`config.mk`:
```
export PLATFORM = sky130hd
export DESIGN_NAME = sgp_port
export DESIGN_NICKNAME = d
export VERILOG_FILES = /design/src/include/sgp_pkg.sv /design/src/hdl/sgp_port.sv /design/src/hdl/sgp_sync.sv
export SDC_FILE = /design/constraint.sdc
export NUM_CORES = 1
export LEC_CHECK = 0
export BUFFER_PORTS_ARGS = -buffer_cell sky130_fd_sc_hd__buf_2
export CORE_MARGIN = 10
export CORE_UTILIZATION = 30
export DETAILED_ROUTE_END_ITERATION = 8
export SLEW_MARGIN = 20
export SYNTH_ARGS = -nofsm -noshare
export SYNTH_HDL_FRONTEND = slang
export SYNTH_SLANG_ARGS = --single-unit
```
`constraint.sdc`:
```
create_clock -name pclk -period 2.1 [get_ports pclk]
set_clock_uncertainty 0.2 [all_clocks]
set_input_delay 0.42 -clock pclk [delete_from_list [all_inputs] [get_ports pclk]]
set_output_delay 0.42 -clock pclk [all_outputs]
set_load 0.005 [all_outputs]
```
`src/include/sgp_pkg.sv`:
```
// sgp_pkg: constants, register map and carrier types for the switch gpio port.
// assumes a 200 mhz apb clock and nine gpio pins.
package sgp_pkg;

  localparam int unsigned CLK_PERIOD_PS   = 5000;
  localparam int unsigned SAMPLE_GAP_NS   = 128;
  localparam int unsigned SAMPLE_CYCLES   =
    (SAMPLE_GAP_NS * 1000 + CLK_PERIOD_PS - 1) / CLK_PERIOD_PS;
  localparam int unsigned PIN_COUNT       = 9;

  localparam logic [11:0] FUNC_OFFSET     = 12'h000;
  localparam logic [11:0] DIR_OFFSET      = 12'h004;
  localparam logic [11:0] DATA_OFFSET     = 12'h008;
  localparam logic [11:0] ALTSEL_OFFSET   = 12'h00c;
  localparam logic [11:0] STATUS_OFFSET   = 12'h010;
  localparam logic [11:0] CORE_OFFSET     = 12'h014;

  localparam int unsigned LINK_UP_PIN     = 4;
  localparam int unsigned EVENT_PIN       = 5;
  localparam int unsigned EXP_INT_PIN     = 8;

  localparam logic [8:0]  FUNC_RESET      = 9'h000;
  localparam logic [8:0]  DIR_RESET       = 9'h000;
  localparam logic [8:0]  ALTSEL_RESET    = 9'h000;
  localparam logic [8:0]  PIN_IDLE_RESET  = 9'h1ff;

  // core-side status, all active low
  typedef struct packed {
    logic hotplug_event_signal_n;
    logic port0_link_up_n;
    logic port0_link_active_n;
  } sgp_core_type;

  typedef struct packed {
    logic [8:0] o;
    logic [8:0] oe;
  } sgp_pad_type;

endpackage : sgp_pkg

```
`src/hdl/sgp_port.sv`:
```
// sgp_port: nine-pin gpio block with apb register access and alternate signals.
// assumes an apb master on pclk and pad cells that resolve o/oe per pin.
//
// The register addresses and the APB slave port were chosen for this implementation.
`timescale 1ns/1ps

module sgp_port
#(
  parameter int unsigned PINS = 9
)
(
  input  wire logic                 pclk,
  input  wire logic                 presetn,
  input  wire logic                 clk_en,
  input  wire logic                 psel,
  input  wire logic                 penable,
  input  wire logic                 pwrite,
  input  wire logic [11:0]          paddr,
  input  wire logic [31:0]          pwdata,
  input  wire logic [3:0]           pstrb,
  output logic      [31:0]          prdata,
  output logic                      pready,
  output logic                      pslverr,
  input  wire logic [PINS-1:0]      pin_in,
  output logic      [PINS-1:0]      pin_out,
  output logic      [PINS-1:0]      pin_oe,
  input  wire sgp_pkg::sgp_core_type core_status,
  output logic                      expander_interrupt_in
);

  // every control field is nine bits wide, so no other pin count works
  if (PINS != sgp_pkg::PIN_COUNT)
  begin : g_pin_check
    $error("sgp_port supports exactly nine pins");
  end

  typedef struct packed {
    logic [8:0]  pin_function_select;
    logic [8:0]  pin_direction_select;
    logic [8:0]  pin_data_value;
    logic [8:0]  alternate_signal_select;
    logic [8:0]  sampled;
    logic [7:0]  gap_cnt;
    logic [8:0]  pad_o;
    logic [8:0]  pad_oe;
    logic        exp_int;
    logic [31:0] rdata;
    logic        ready;
    logic        slverr;
  } sgp_state_type;

  sgp_state_type st_reg;
  sgp_state_type st_next;

  logic [8:0] sync_q;
  logic       setup;
  logic       access;
  logic [31:0] wmask;
  logic [8:0] is_alt;
  logic [8:0] is_out;
  logic [8:0] alt_oe;
  logic [8:0] alt_o;
  logic       mapped;
  logic [31:0] rd_word;

  // pins idle high so active-low inputs read inactive before sampling
  for (genvar i = 0; i < PINS; i++)
  begin : g_sync
    sgp_sync #(
      .RESET_VALUE (1'b1)
    ) u_sync (
      .clk   (pclk),
      .rst_n (presetn),
      .ce    (clk_en),
      .d     (pin_in[i]),
      .q     (sync_q[i])
    );
  end

  assign setup  = psel && !penable;
  assign access = psel && penable && st_reg.ready;
  assign wmask  = {{8{pstrb[3]}}, {8{pstrb[2]}},
                   {8{pstrb[1]}}, {8{pstrb[0]}}};

  // alternate signal map; unlisted options leave the pin undriven as input
  always_comb
  begin
    alt_oe = '0;
    alt_o  = '1;
    if (st_reg.alternate_signal_select[sgp_pkg::LINK_UP_PIN])
    begin
      alt_oe[sgp_pkg::LINK_UP_PIN] = 1'b1;
      alt_o[sgp_pkg::LINK_UP_PIN]  = core_status.port0_link_up_n;
    end
    alt_oe[sgp_pkg::EVENT_PIN] = 1'b1;
    alt_o[sgp_pkg::EVENT_PIN]  =
      st_reg.alternate_signal_select[sgp_pkg::EVENT_PIN] ?
      core_status.port0_link_active_n :
      core_status.hotplug_event_signal_n;
  end

  assign is_alt = st_reg.pin_function_select;
  assign is_out = ~st_reg.pin_function_select &
                  st_reg.pin_direction_select;

  always_comb
  begin
    mapped  = 1'b1;
    rd_word = '0;
    case (paddr)
      sgp_pkg::FUNC_OFFSET:
        rd_word[8:0] = st_reg.pin_function_select;
      sgp_pkg::DIR_OFFSET:
        rd_word[8:0] = st_reg.pin_direction_select;
      sgp_pkg::DATA_OFFSET:
        rd_word[8:0] = st_reg.sampled;
      sgp_pkg::ALTSEL_OFFSET:
        rd_word[8:0] = st_reg.alternate_signal_select;
      sgp_pkg::STATUS_OFFSET:
        rd_word[8:0] = st_reg.pad_oe;
      sgp_pkg::CORE_OFFSET:
        rd_word[3:0] = {st_reg.exp_int, core_status};
      default:
        mapped = 1'b0;
    endcase
  end

  always_comb
  begin
    st_next       = st_reg;
    st_next.ready = 1'b0;
    // slow sampler: the synchronised level is taken once per gap
    if (st_reg.gap_cnt == 8'(sgp_pkg::SAMPLE_CYCLES - 1))
    begin
      st_next.gap_cnt = '0;
      st_next.sampled = sync_q;
    end
    else
    begin
      st_next.gap_cnt = st_reg.gap_cnt + 8'h01;
    end
    for (int i = 0; i < 9; i++)
    begin
      if (!is_out[i] && !is_alt[i])
      begin
        st_next.pin_data_value[i] = st_reg.sampled[i];
      end
    end
    // pin 8 alternate 0 is the only alternate input
    if (is_alt[sgp_pkg::EXP_INT_PIN] &&
        !st_reg.alternate_signal_select[sgp_pkg::EXP_INT_PIN])
    begin
      st_next.exp_int = st_reg.sampled[sgp_pkg::EXP_INT_PIN];
    end
    else
    begin
      st_next.exp_int = 1'b1;
    end
    // event only leaves on pin 5 when that pin is in alternate mode
    st_next.pad_oe = (is_out | (is_alt & alt_oe));
    st_next.pad_o  = (is_out & st_reg.pin_data_value) |
                     (is_alt & alt_o);
    if (setup)
    begin
      st_next.ready  = 1'b1;
      st_next.slverr = !mapped;
      st_next.rdata  = pwrite ? 32'h0000_0000 : rd_word;
    end
    if (access && pwrite && mapped)
    begin
      case (paddr)
        sgp_pkg::FUNC_OFFSET:
          st_next.pin_function_select =
            (st_reg.pin_function_select & ~wmask[8:0]) |
            (pwdata[8:0] & wmask[8:0]);
        sgp_pkg::DIR_OFFSET:
          st_next.pin_direction_select =
            (st_reg.pin_direction_select & ~wmask[8:0]) |
            (pwdata[8:0] & wmask[8:0]);
        sgp_pkg::DATA_OFFSET:
          for (int i = 0; i < 9; i++)
          begin
            if (wmask[i] && is_out[i])
            begin
              st_next.pin_data_value[i] = pwdata[i];
            end
          end
        sgp_pkg::ALTSEL_OFFSET:
          st_next.alternate_signal_select =
            (st_reg.alternate_signal_select & ~wmask[8:0]) |
            (pwdata[8:0] & wmask[8:0]);
        default:
          st_next.slverr = st_reg.slverr;
      endcase
    end
  end

  always_ff @(posedge pclk or negedge presetn)
  begin
    if (!presetn)
    begin
      st_reg                         <= '0;
      st_reg.pin_function_select     <= sgp_pkg::FUNC_RESET;
      st_reg.pin_direction_select    <= sgp_pkg::DIR_RESET;
      st_reg.alternate_signal_select <= sgp_pkg::ALTSEL_RESET;
      st_reg.pin_data_value          <= sgp_pkg::PIN_IDLE_RESET;
      st_reg.sampled                 <= sgp_pkg::PIN_IDLE_RESET;
      st_reg.pad_o                   <= sgp_pkg::PIN_IDLE_RESET;
      st_reg.exp_int                 <= 1'b1;
    end
    else if (clk_en)
    begin
      st_reg <= st_next;
    end
  end

  assign prdata                = st_reg.rdata;
  assign pready                = st_reg.ready;
  assign pslverr               = st_reg.slverr;
  assign pin_out               = st_reg.pad_o;
  assign pin_oe                = st_reg.pad_oe;
  assign expander_interrupt_in = st_reg.exp_int;

  property p_reset_input;
    @(posedge pclk) $rose(presetn) |-> pin_oe == 9'h000;
  endproperty
  a_reset_input: assert property (p_reset_input)
    else $error("pin driven right after reset");

  property p_out_drive;
    @(posedge pclk) disable iff (!presetn)
    clk_en |=>
      ((pin_oe & $past(is_out)) == $past(is_out)) &&
      (((pin_out ^ $past(st_reg.pin_data_value)) & $past(is_out)) ==
       9'h000);
  endproperty
  a_out_drive: assert property (p_out_drive)
    else $error("output pin does not follow data bit");

  property p_input_undriven;
    @(posedge pclk) disable iff (!presetn)
    clk_en && !is_out[3] && !is_alt[3] |=> (!clk_en || !pin_oe[3]);
  endproperty
  a_input_undriven: assert property (p_input_undriven)
    else $error("general input pin is driven");

  property p_event_gate;
    @(posedge pclk) disable iff (!presetn)
    clk_en && !is_alt[5] && !is_out[5] |=> (!clk_en || !pin_oe[5]);
  endproperty
  a_event_gate: assert property (p_event_gate)
    else $error("event pin driven outside alternate mode");

  property p_alt_event;
    @(posedge pclk) disable iff (!presetn)
    clk_en && is_alt[5] && !st_reg.alternate_signal_select[5] |=>
      (!clk_en || (pin_oe[5] &&
       pin_out[5] == $past(core_status.hotplug_event_signal_n)));
  endproperty
  a_alt_event: assert property (p_alt_event)
    else $error("pin 5 option 0 does not carry the event");

  property p_linkup;
    @(posedge pclk) disable iff (!presetn)
    clk_en && is_alt[4] && st_reg.alternate_signal_select[4] |=>
      (!clk_en || (pin_oe[4] &&
       pin_out[4] == $past(core_status.port0_link_up_n)));
  endproperty
  a_linkup: assert property (p_linkup)
    else $error("pin 4 option 1 does not carry link up");

  property p_exp_idle;
    @(posedge pclk) disable iff (!presetn)
    clk_en && !is_alt[8] |=> (!clk_en || expander_interrupt_in);
  endproperty
  a_exp_idle: assert property (p_exp_idle)
    else $error("expander interrupt active while not enabled");

  property p_exp_in;
    @(posedge pclk) disable iff (!presetn)
    clk_en && is_alt[8] && !st_reg.alternate_signal_select[8] |=>
      (!clk_en || !pin_oe[8]);
  endproperty
  a_exp_in: assert property (p_exp_in)
    else $error("alternate input pin is driven");

  property p_gap;
    @(posedge pclk) disable iff (!presetn)
    st_reg.gap_cnt != 8'h00 |-> $stable(st_reg.sampled);
  endproperty
  a_gap: assert property (p_gap)
    else $error("pins sampled faster than the gap");

  property p_reset_config;
    @(posedge pclk) $rose(presetn) |->
      st_reg.pin_function_select == sgp_pkg::FUNC_RESET &&
      st_reg.pin_direction_select == sgp_pkg::DIR_RESET &&
      expander_interrupt_in;
  endproperty
  a_reset_config: assert property (p_reset_config)
    else $error("pins not configured as inputs after reset");

  property p_sample_take;
    @(posedge pclk) disable iff (!presetn)
    clk_en && st_reg.gap_cnt == 8'(sgp_pkg::SAMPLE_CYCLES - 1) |=>
      st_reg.sampled == $past(sync_q);
  endproperty
  a_sample_take: assert property (p_sample_take)
    else $error("synchronised pins not taken at the gap end");

  property p_input_capture;
    @(posedge pclk) disable iff (!presetn)
    clk_en |=>
      ((st_reg.pin_data_value ^ $past(st_reg.sampled)) &
       $past(~is_out & ~is_alt)) == 9'h000;
  endproperty
  a_input_capture: assert property (p_input_capture)
    else $error("input pin level not captured into its data bit");

  property p_data_read;
    @(posedge pclk) disable iff (!presetn)
    clk_en && psel && !penable && !pwrite &&
      paddr == sgp_pkg::DATA_OFFSET |=>
      prdata == {23'h000000, $past(st_reg.sampled)};
  endproperty
  a_data_read: assert property (p_data_read)
    else $error("data read does not return the sampled pins");

  property p_alt_active;
    @(posedge pclk) disable iff (!presetn)
    clk_en && is_alt[5] && st_reg.alternate_signal_select[5] |=>
      (!clk_en || (pin_oe[5] &&
       pin_out[5] == $past(core_status.port0_link_active_n)));
  endproperty
  a_alt_active: assert property (p_alt_active)
    else $error("pin 5 option 1 does not carry link active");

  property p_exp_follow;
    @(posedge pclk) disable iff (!presetn)
    clk_en && is_alt[8] && !st_reg.alternate_signal_select[8] |=>
      expander_interrupt_in == $past(st_reg.sampled[8]);
  endproperty
  a_exp_follow: assert property (p_exp_follow)
    else $error("pin 8 option 0 does not feed the expander interrupt");

endmodule : sgp_port

```
`src/hdl/sgp_sync.sv`:
```
// sgp_sync: three-flop synchroniser with agreement filter for one pin.
// assumes d is asynchronous to clk; out changes only when stages 2 and 3 agree.
`timescale 1ns/1ps
module sgp_sync
#(
  parameter logic RESET_VALUE = 1'b1
)
(
  input  wire logic clk,
  input  wire logic rst_n,
  input  wire logic ce,
  input  wire logic d,
  output logic      q
);

  typedef struct packed {
    logic s1;
    logic s2;
    logic s3;
    logic q;
  } sgp_sync_state_type;

  sgp_sync_state_type st_reg;
  sgp_sync_state_type st_next;

  always_comb
  begin
    st_next    = st_reg;
    st_next.s1 = d;
    st_next.s2 = st_reg.s1;
    st_next.s3 = st_reg.s2;
    if (st_reg.s2 == st_reg.s3)
    begin
      st_next.q = st_reg.s3;
    end
  end

  always_ff @(posedge clk or negedge rst_n)
  begin
    if (!rst_n)
    begin
      st_reg <= {4{RESET_VALUE}};
    end
    else if (ce)
    begin
      st_reg <= st_next;
    end
  end

  assign q = st_reg.q;

endmodule : sgp_sync

```
---- Word level (Yosys, flattened, before mapping) ----
Cells that the tools add are included.
storage, ports and cells
  output and inout bits ................... 53
  logic and storage cells ................. 176
  input port bits ......................... 66
  flip-flop bits (word level) ............. 119
operators by class
  bitwise logic cells ..................... 15
  add/subtract/negate cells ............... 1
  equality and inequality tests ........... 16
  reductions and logical operators ........ 63
  mux-type cells .......................... 33
operators with widths
  cell                                                   number
  bitwise AND 9 bit                                      7
  bitwise OR 9 bit                                       5
  two-way mux 9 bit                                      3
  two-way mux 1 bit                                      25
  one-hot mux 5 bit (5 select lines)                     1
  equality test 12 x 4 -> 1 bit (second input constant)  2
  equality test 12 x 5 -> 1 bit (second input constant)  2
  logical AND 1 bit                                      24
  one-hot mux 4 bit (6 select lines)                     1
  AND reduction 2 bit                                    12
  zero test 1 bit                                        21
  two-way mux 18 bit                                     1
  NOT 9 bit                                              2
  equality test 12 x 3 -> 1 bit (second input constant)  1
  zero test 12 bit                                       1
  bitwise AND 9 x 6 -> 9 bit                             1
  equality test 1 bit                                    9
  AND reduction 3 bit                                    3
  adder 8 x 1 -> 8 bit (second input constant)           1
  equality test 8 x 5 -> 1 bit (second input constant)   1
  two-way mux 8 bit                                      1
  OR reduction 6 bit                                     1
  OR reduction 4 bit                                     1
  two-way mux 2 bit                                      1
  != test 2 bit (second input constant)                  1

---- Logic depth before layout (Yosys ltp) ----
  depth in word-level cells ............... 8
  gate-level depth with buffers ........... 7
  depth with buffers taken out ............ 6

---- Modules after synthesis ----
From an unflattened synthesis, not the netlist that was laid out.
unflattened totals
  cell total of the unflattened synthesis .. 525
  area total of the unflattened synthesis .. 6093.3 um2
modules (own cells, without submodules)
  module    area an instance (um2)  cells each  sequential area each (um2)  instances
  sgp_port  4652.0                  417         2112.0                      1
  sgp_sync  160.2                   12          105.1                       9

---- Least setup slack after synthesis ----
No wires, ideal clock.
  path kind ............................... input-to-reg
  start point ............................. in paddr[10]
  end point ............................... reg st_reg, in the netlist prdata[1]
  stages on the path ...................... 5
  path buffers ............................ 1
  library setup time ...................... 0.064 ns
  data required time ...................... 1.836 ns
  arrival time ............................ 1.824 ns
  path slack .............................. 0.012 ns
  cells stage by stage .................... or4_4 > or4_1 > buf_2 > o21ai_1 > a211o_1
on the way
  word-level cells in the longest chain between the ends .. 3
  elaborated cells between the ends (all ways) .. 8
  those cells by class .................... eq/ne: 5; mux: 2; reduce/logical: 1
ends and longest elaborated chain
  element                                                      RTL line         RTL
  start: declaration                                           sgp_port.sv:18   input wire logic [11:0] paddr,
  equality test 12 x 5 -> 1 bit, or another cell as far along  sgp_port.sv:110  case (paddr)
  one-hot mux 4 bit (6 select lines) *                         sgp_port.sv:110
  two-way mux 9 bit *                                          sgp_port.sv:167  st_next.rdata = pwrite ? 32'h0000_0000 : rd_word;
  end signal: assignment                                       sgp_port.sv:213  st_reg <= st_next;
  end: declaration                                             sgp_port.sv:52   sgp_state_type st_reg;
Every way passes the cells marked *; elsewhere a longest branch is shown, timed or not.
A chain may end at the register's enable or synchronous reset.

---- Worst setup path after layout ----
  start point ............................. reg st_reg[54] (netlist bit)
  end point ............................... reg st_reg[67] (netlist bit)
on the way
  word-level cells in the longest chain between the ends .. 2
ends and longest elaborated chain
  element                               RTL line         RTL
  equality test 8 x 5 -> 1 bit          sgp_port.sv:133  if (st_reg.gap_cnt == 8'(sgp_pkg::SAMPLE_CYCLES - 1))
  AND reduction 2 bit (no source line)  --
No other way between the ends.

==> flow_metrics.tcl <==
set metrics [dict create \
    status "complete, no violations" \
    start_kind "flop" \
    synthTopCellsByCount "64 x dfstp_2, 55 x dfrtp_1, 50 x buf_4" \
    p_leak_nw 3.398 \
    critPathBufInv 2 \
    place_hpwl_um 11660 \
    critPathTopFamily "simple AND/OR/NAND/NOR gates" \
    p_per_area_nw_per_um2 934.4 \
    ys_warn_count 0 \
    synth.avg_cell_area_um2 10.89 \
    ys_types 63 \
    numPlacedInstances 898 \
    crit_chain "inv_2, ha_4, or4b_4, nor3_4, nand2_2, clkbuf_16, mux2_4" \
    max_freq_ghz 0.4807 \
    port_buffers 70 \
    viasPerCell 4.770 \
    setup_tns_ns 0 \
    hold_ws_ns 0.03202 \
    post-route-drc-count 0 \
    yosysTopAreaCellShare_pct 27.83 \
    syn_inst 555 \
    syn_area_um2 6042 \
    crit_fanout 4 \
    synth_most_common_cell "dfstp_2" \
    final_nets 723 \
    rows 51 \
    setup_viol 0 \
    dpl-instance-area_um2 6822 \
    htreeDepth 4 \
    cts_buffers 17 \
    ys_seq_elements 119 \
    final_layout_size_suffix_gt1_share_pct 43.56 \
    routed_wl_um 15920 \
    drtAntennaViolNets 0 \
    hold_path_class "in -> reg" \
    rsz0062_at_grt "yes" \
    critPathRequiredTime_ns 2.25 \
    final-max-slew-violation-count 0 \
    syn2layout_area_growth_pct 24.25 \
    place_ws_ns -0.2358 \
    grt_pass1_vias 4419 \
    cp-end-kind "flop" \
    gp_congestion 0.8456 \
    via_count 4455 \
    ir_drop_mv 0.5973 \
    clkSlewWorstSetupHoldPaths_ns 0.05 \
    cap_violations 0 \
    yosys.area.top_type "dfstp_2" \
    grt_pass1_wl_um 25200 \
    cts.sinks 119 \
    grt.total_usage_pct 12.19 \
    final_area_um2 7507 \
    grt_max_degree 60 \
    synthTopCellsByArea "dfstp_2 28%, dfrtp_1 23%, mux2_2 8.8%" \
    slowest_stage "or4b_4" \
    cp.arrival_ns 2.23 \
    period_needed_ns 2.080 \
    cts_tree "built" \
    die_w_um 161.9 \
    firstDrtPassIters 5 \
    clockBufferDepth 2 \
    core-area_um2 19650 \
    ys.flop_type "dfstp_2" \
    path_class "reg -> reg" \
    synth-seq-area-share_pct 50.61 \
    crit_path_max_incr_delay_ns 0.46 \
    wire_per_inst_um 17.05 \
    die_y_um 161.9 \
    die_area_um2 26220 \
    finalCritPeriodShare_pct 99.07 \
    ios 119 \
    hold_violations 0 \
    fin_cells 934 \
    cts-root-buf "clkbuf_16" \
    synth-edff-count 0 \
    async_flop_share_pct 100.0 \
    antenna_found_initial 2 \
    first_iter_violations 333 \
    start_util_pct 30.74 \
    clk_latency_ns 0.42 \
    globalRouteOverflowTotal 0 \
    total_power_mw 7.014 \
    final_core_util_pct 38.20 \
    worst_slack_ns 0.01955 \
]
power by group:
group	switching, mW	leakage [nW]	internal (mW)	total [mW]
registers	0.300	1.41	2.85	3.15
clock network	1.00	0.290	1.83	2.83
logic	0.490	1.69	0.542	1.03
total	1.79	3.40	5.22	7.01
final timing paths:
check	from	slack, ns	endpoint	depth (start not counted)
max in group asynchronous	presetn	0.75	g_sync[8].u_sync.st_next[1]$_DFFE_PN1P_	3
hold / removal	pin_in[3]	0.03	g_sync[3].u_sync.st_next[2]$_DFFE_PN1P_	2
min in group asynchronous	presetn	0.31	asynchronous set/reset pin	2
setup / recovery	st_reg[54]$_DFFE_PN0P_	0.02	st_reg[67]$_DFFE_PN1P_	7
setup reg to reg	st_reg[54]$_DFFE_PN0P_	0.02	st_reg[67]$_DFFE_PN1P_	7
hold reg to reg	g_sync[0].u_sync.st_reg[1]$_DFFE_PN1P_	0.28	g_sync[0].u_sync.st_reg[1]$_DFFE_PN1P_	2
cell usage in the layout (no fill, tap or decap), drive strengths merged, types with 3 or more instances in the layout:
| cell | instances |
|---|---|
| clkinv | 7 |
| nand4bb | 7 |
| or4 | 3 |
| dfstp | 64 |
| dfrtp | 55 |
| mux2i | 9 |
| xor2 | 3 |
| mux2 | 65 |
| conb | 23 |
| inv | 24 |
| nor4 | 7 |
| nor2b | 16 |
| nand4 | 9 |
| o21ai | 49 |
| nor2 | 27 |
| nand2 | 38 |
| buf | 129 |
| nor3 | 6 |
| nand2b | 3 |
| nand3 | 5 |
| o31ai | 7 |
| and3 | 4 |
| o211ai | 11 |
| a21oi | 27 |
| clkbuf | 24 |
| and2 | 6 |
| a221oi | 4 |
cell families (layout without fill, tap and decap cells):
group	after synthesis	count (layout)	synth area share [%]
AO/OA/AOI/OAI	121	121	12.40
XOR/XNOR	4	4	0.5799
adder cells (fa/ha/maj)	2	2	0.4141
buffers and inverters	96	187	9.153
flip-flops	119	119	50.61
multiplexers	74	74	13.61
other	1	24	0.06207
AND/OR/NAND/NOR	138	138	13.17
routing by layer:
metal / track usage [%] / share of wire (%)
met1: 17.00 / 48
met5: 0 / 0.075
met2: 16.74 / 42
met4: 4.094 / 1.2
met3: 4.651 / 8.1
layout make-up:
cell class / instances / area (µm²)
clock inverters: 9 / 98.84
clock buffers: 23 / 478.0
flip-flops and latches: 119 / 3058
multi-input cells: 362 / 2570
repair buffers: 131 / 878.3
well taps: 265 / 331.6
fillers: 1971 / 12150
inverters: 24 / 90.09
diodes: 1 / 2.502
repair_timing:
item | in CTS | in global routing
endpoints found under the hold margin | 21 | 0
gates resized for setup | 0 | 16
buffers inserted | 0 | 1
setup endpoints to repair | 0 | 9
hold buffers | 1 | 0
No activity file was read; power rests on OpenSTA's default activity.
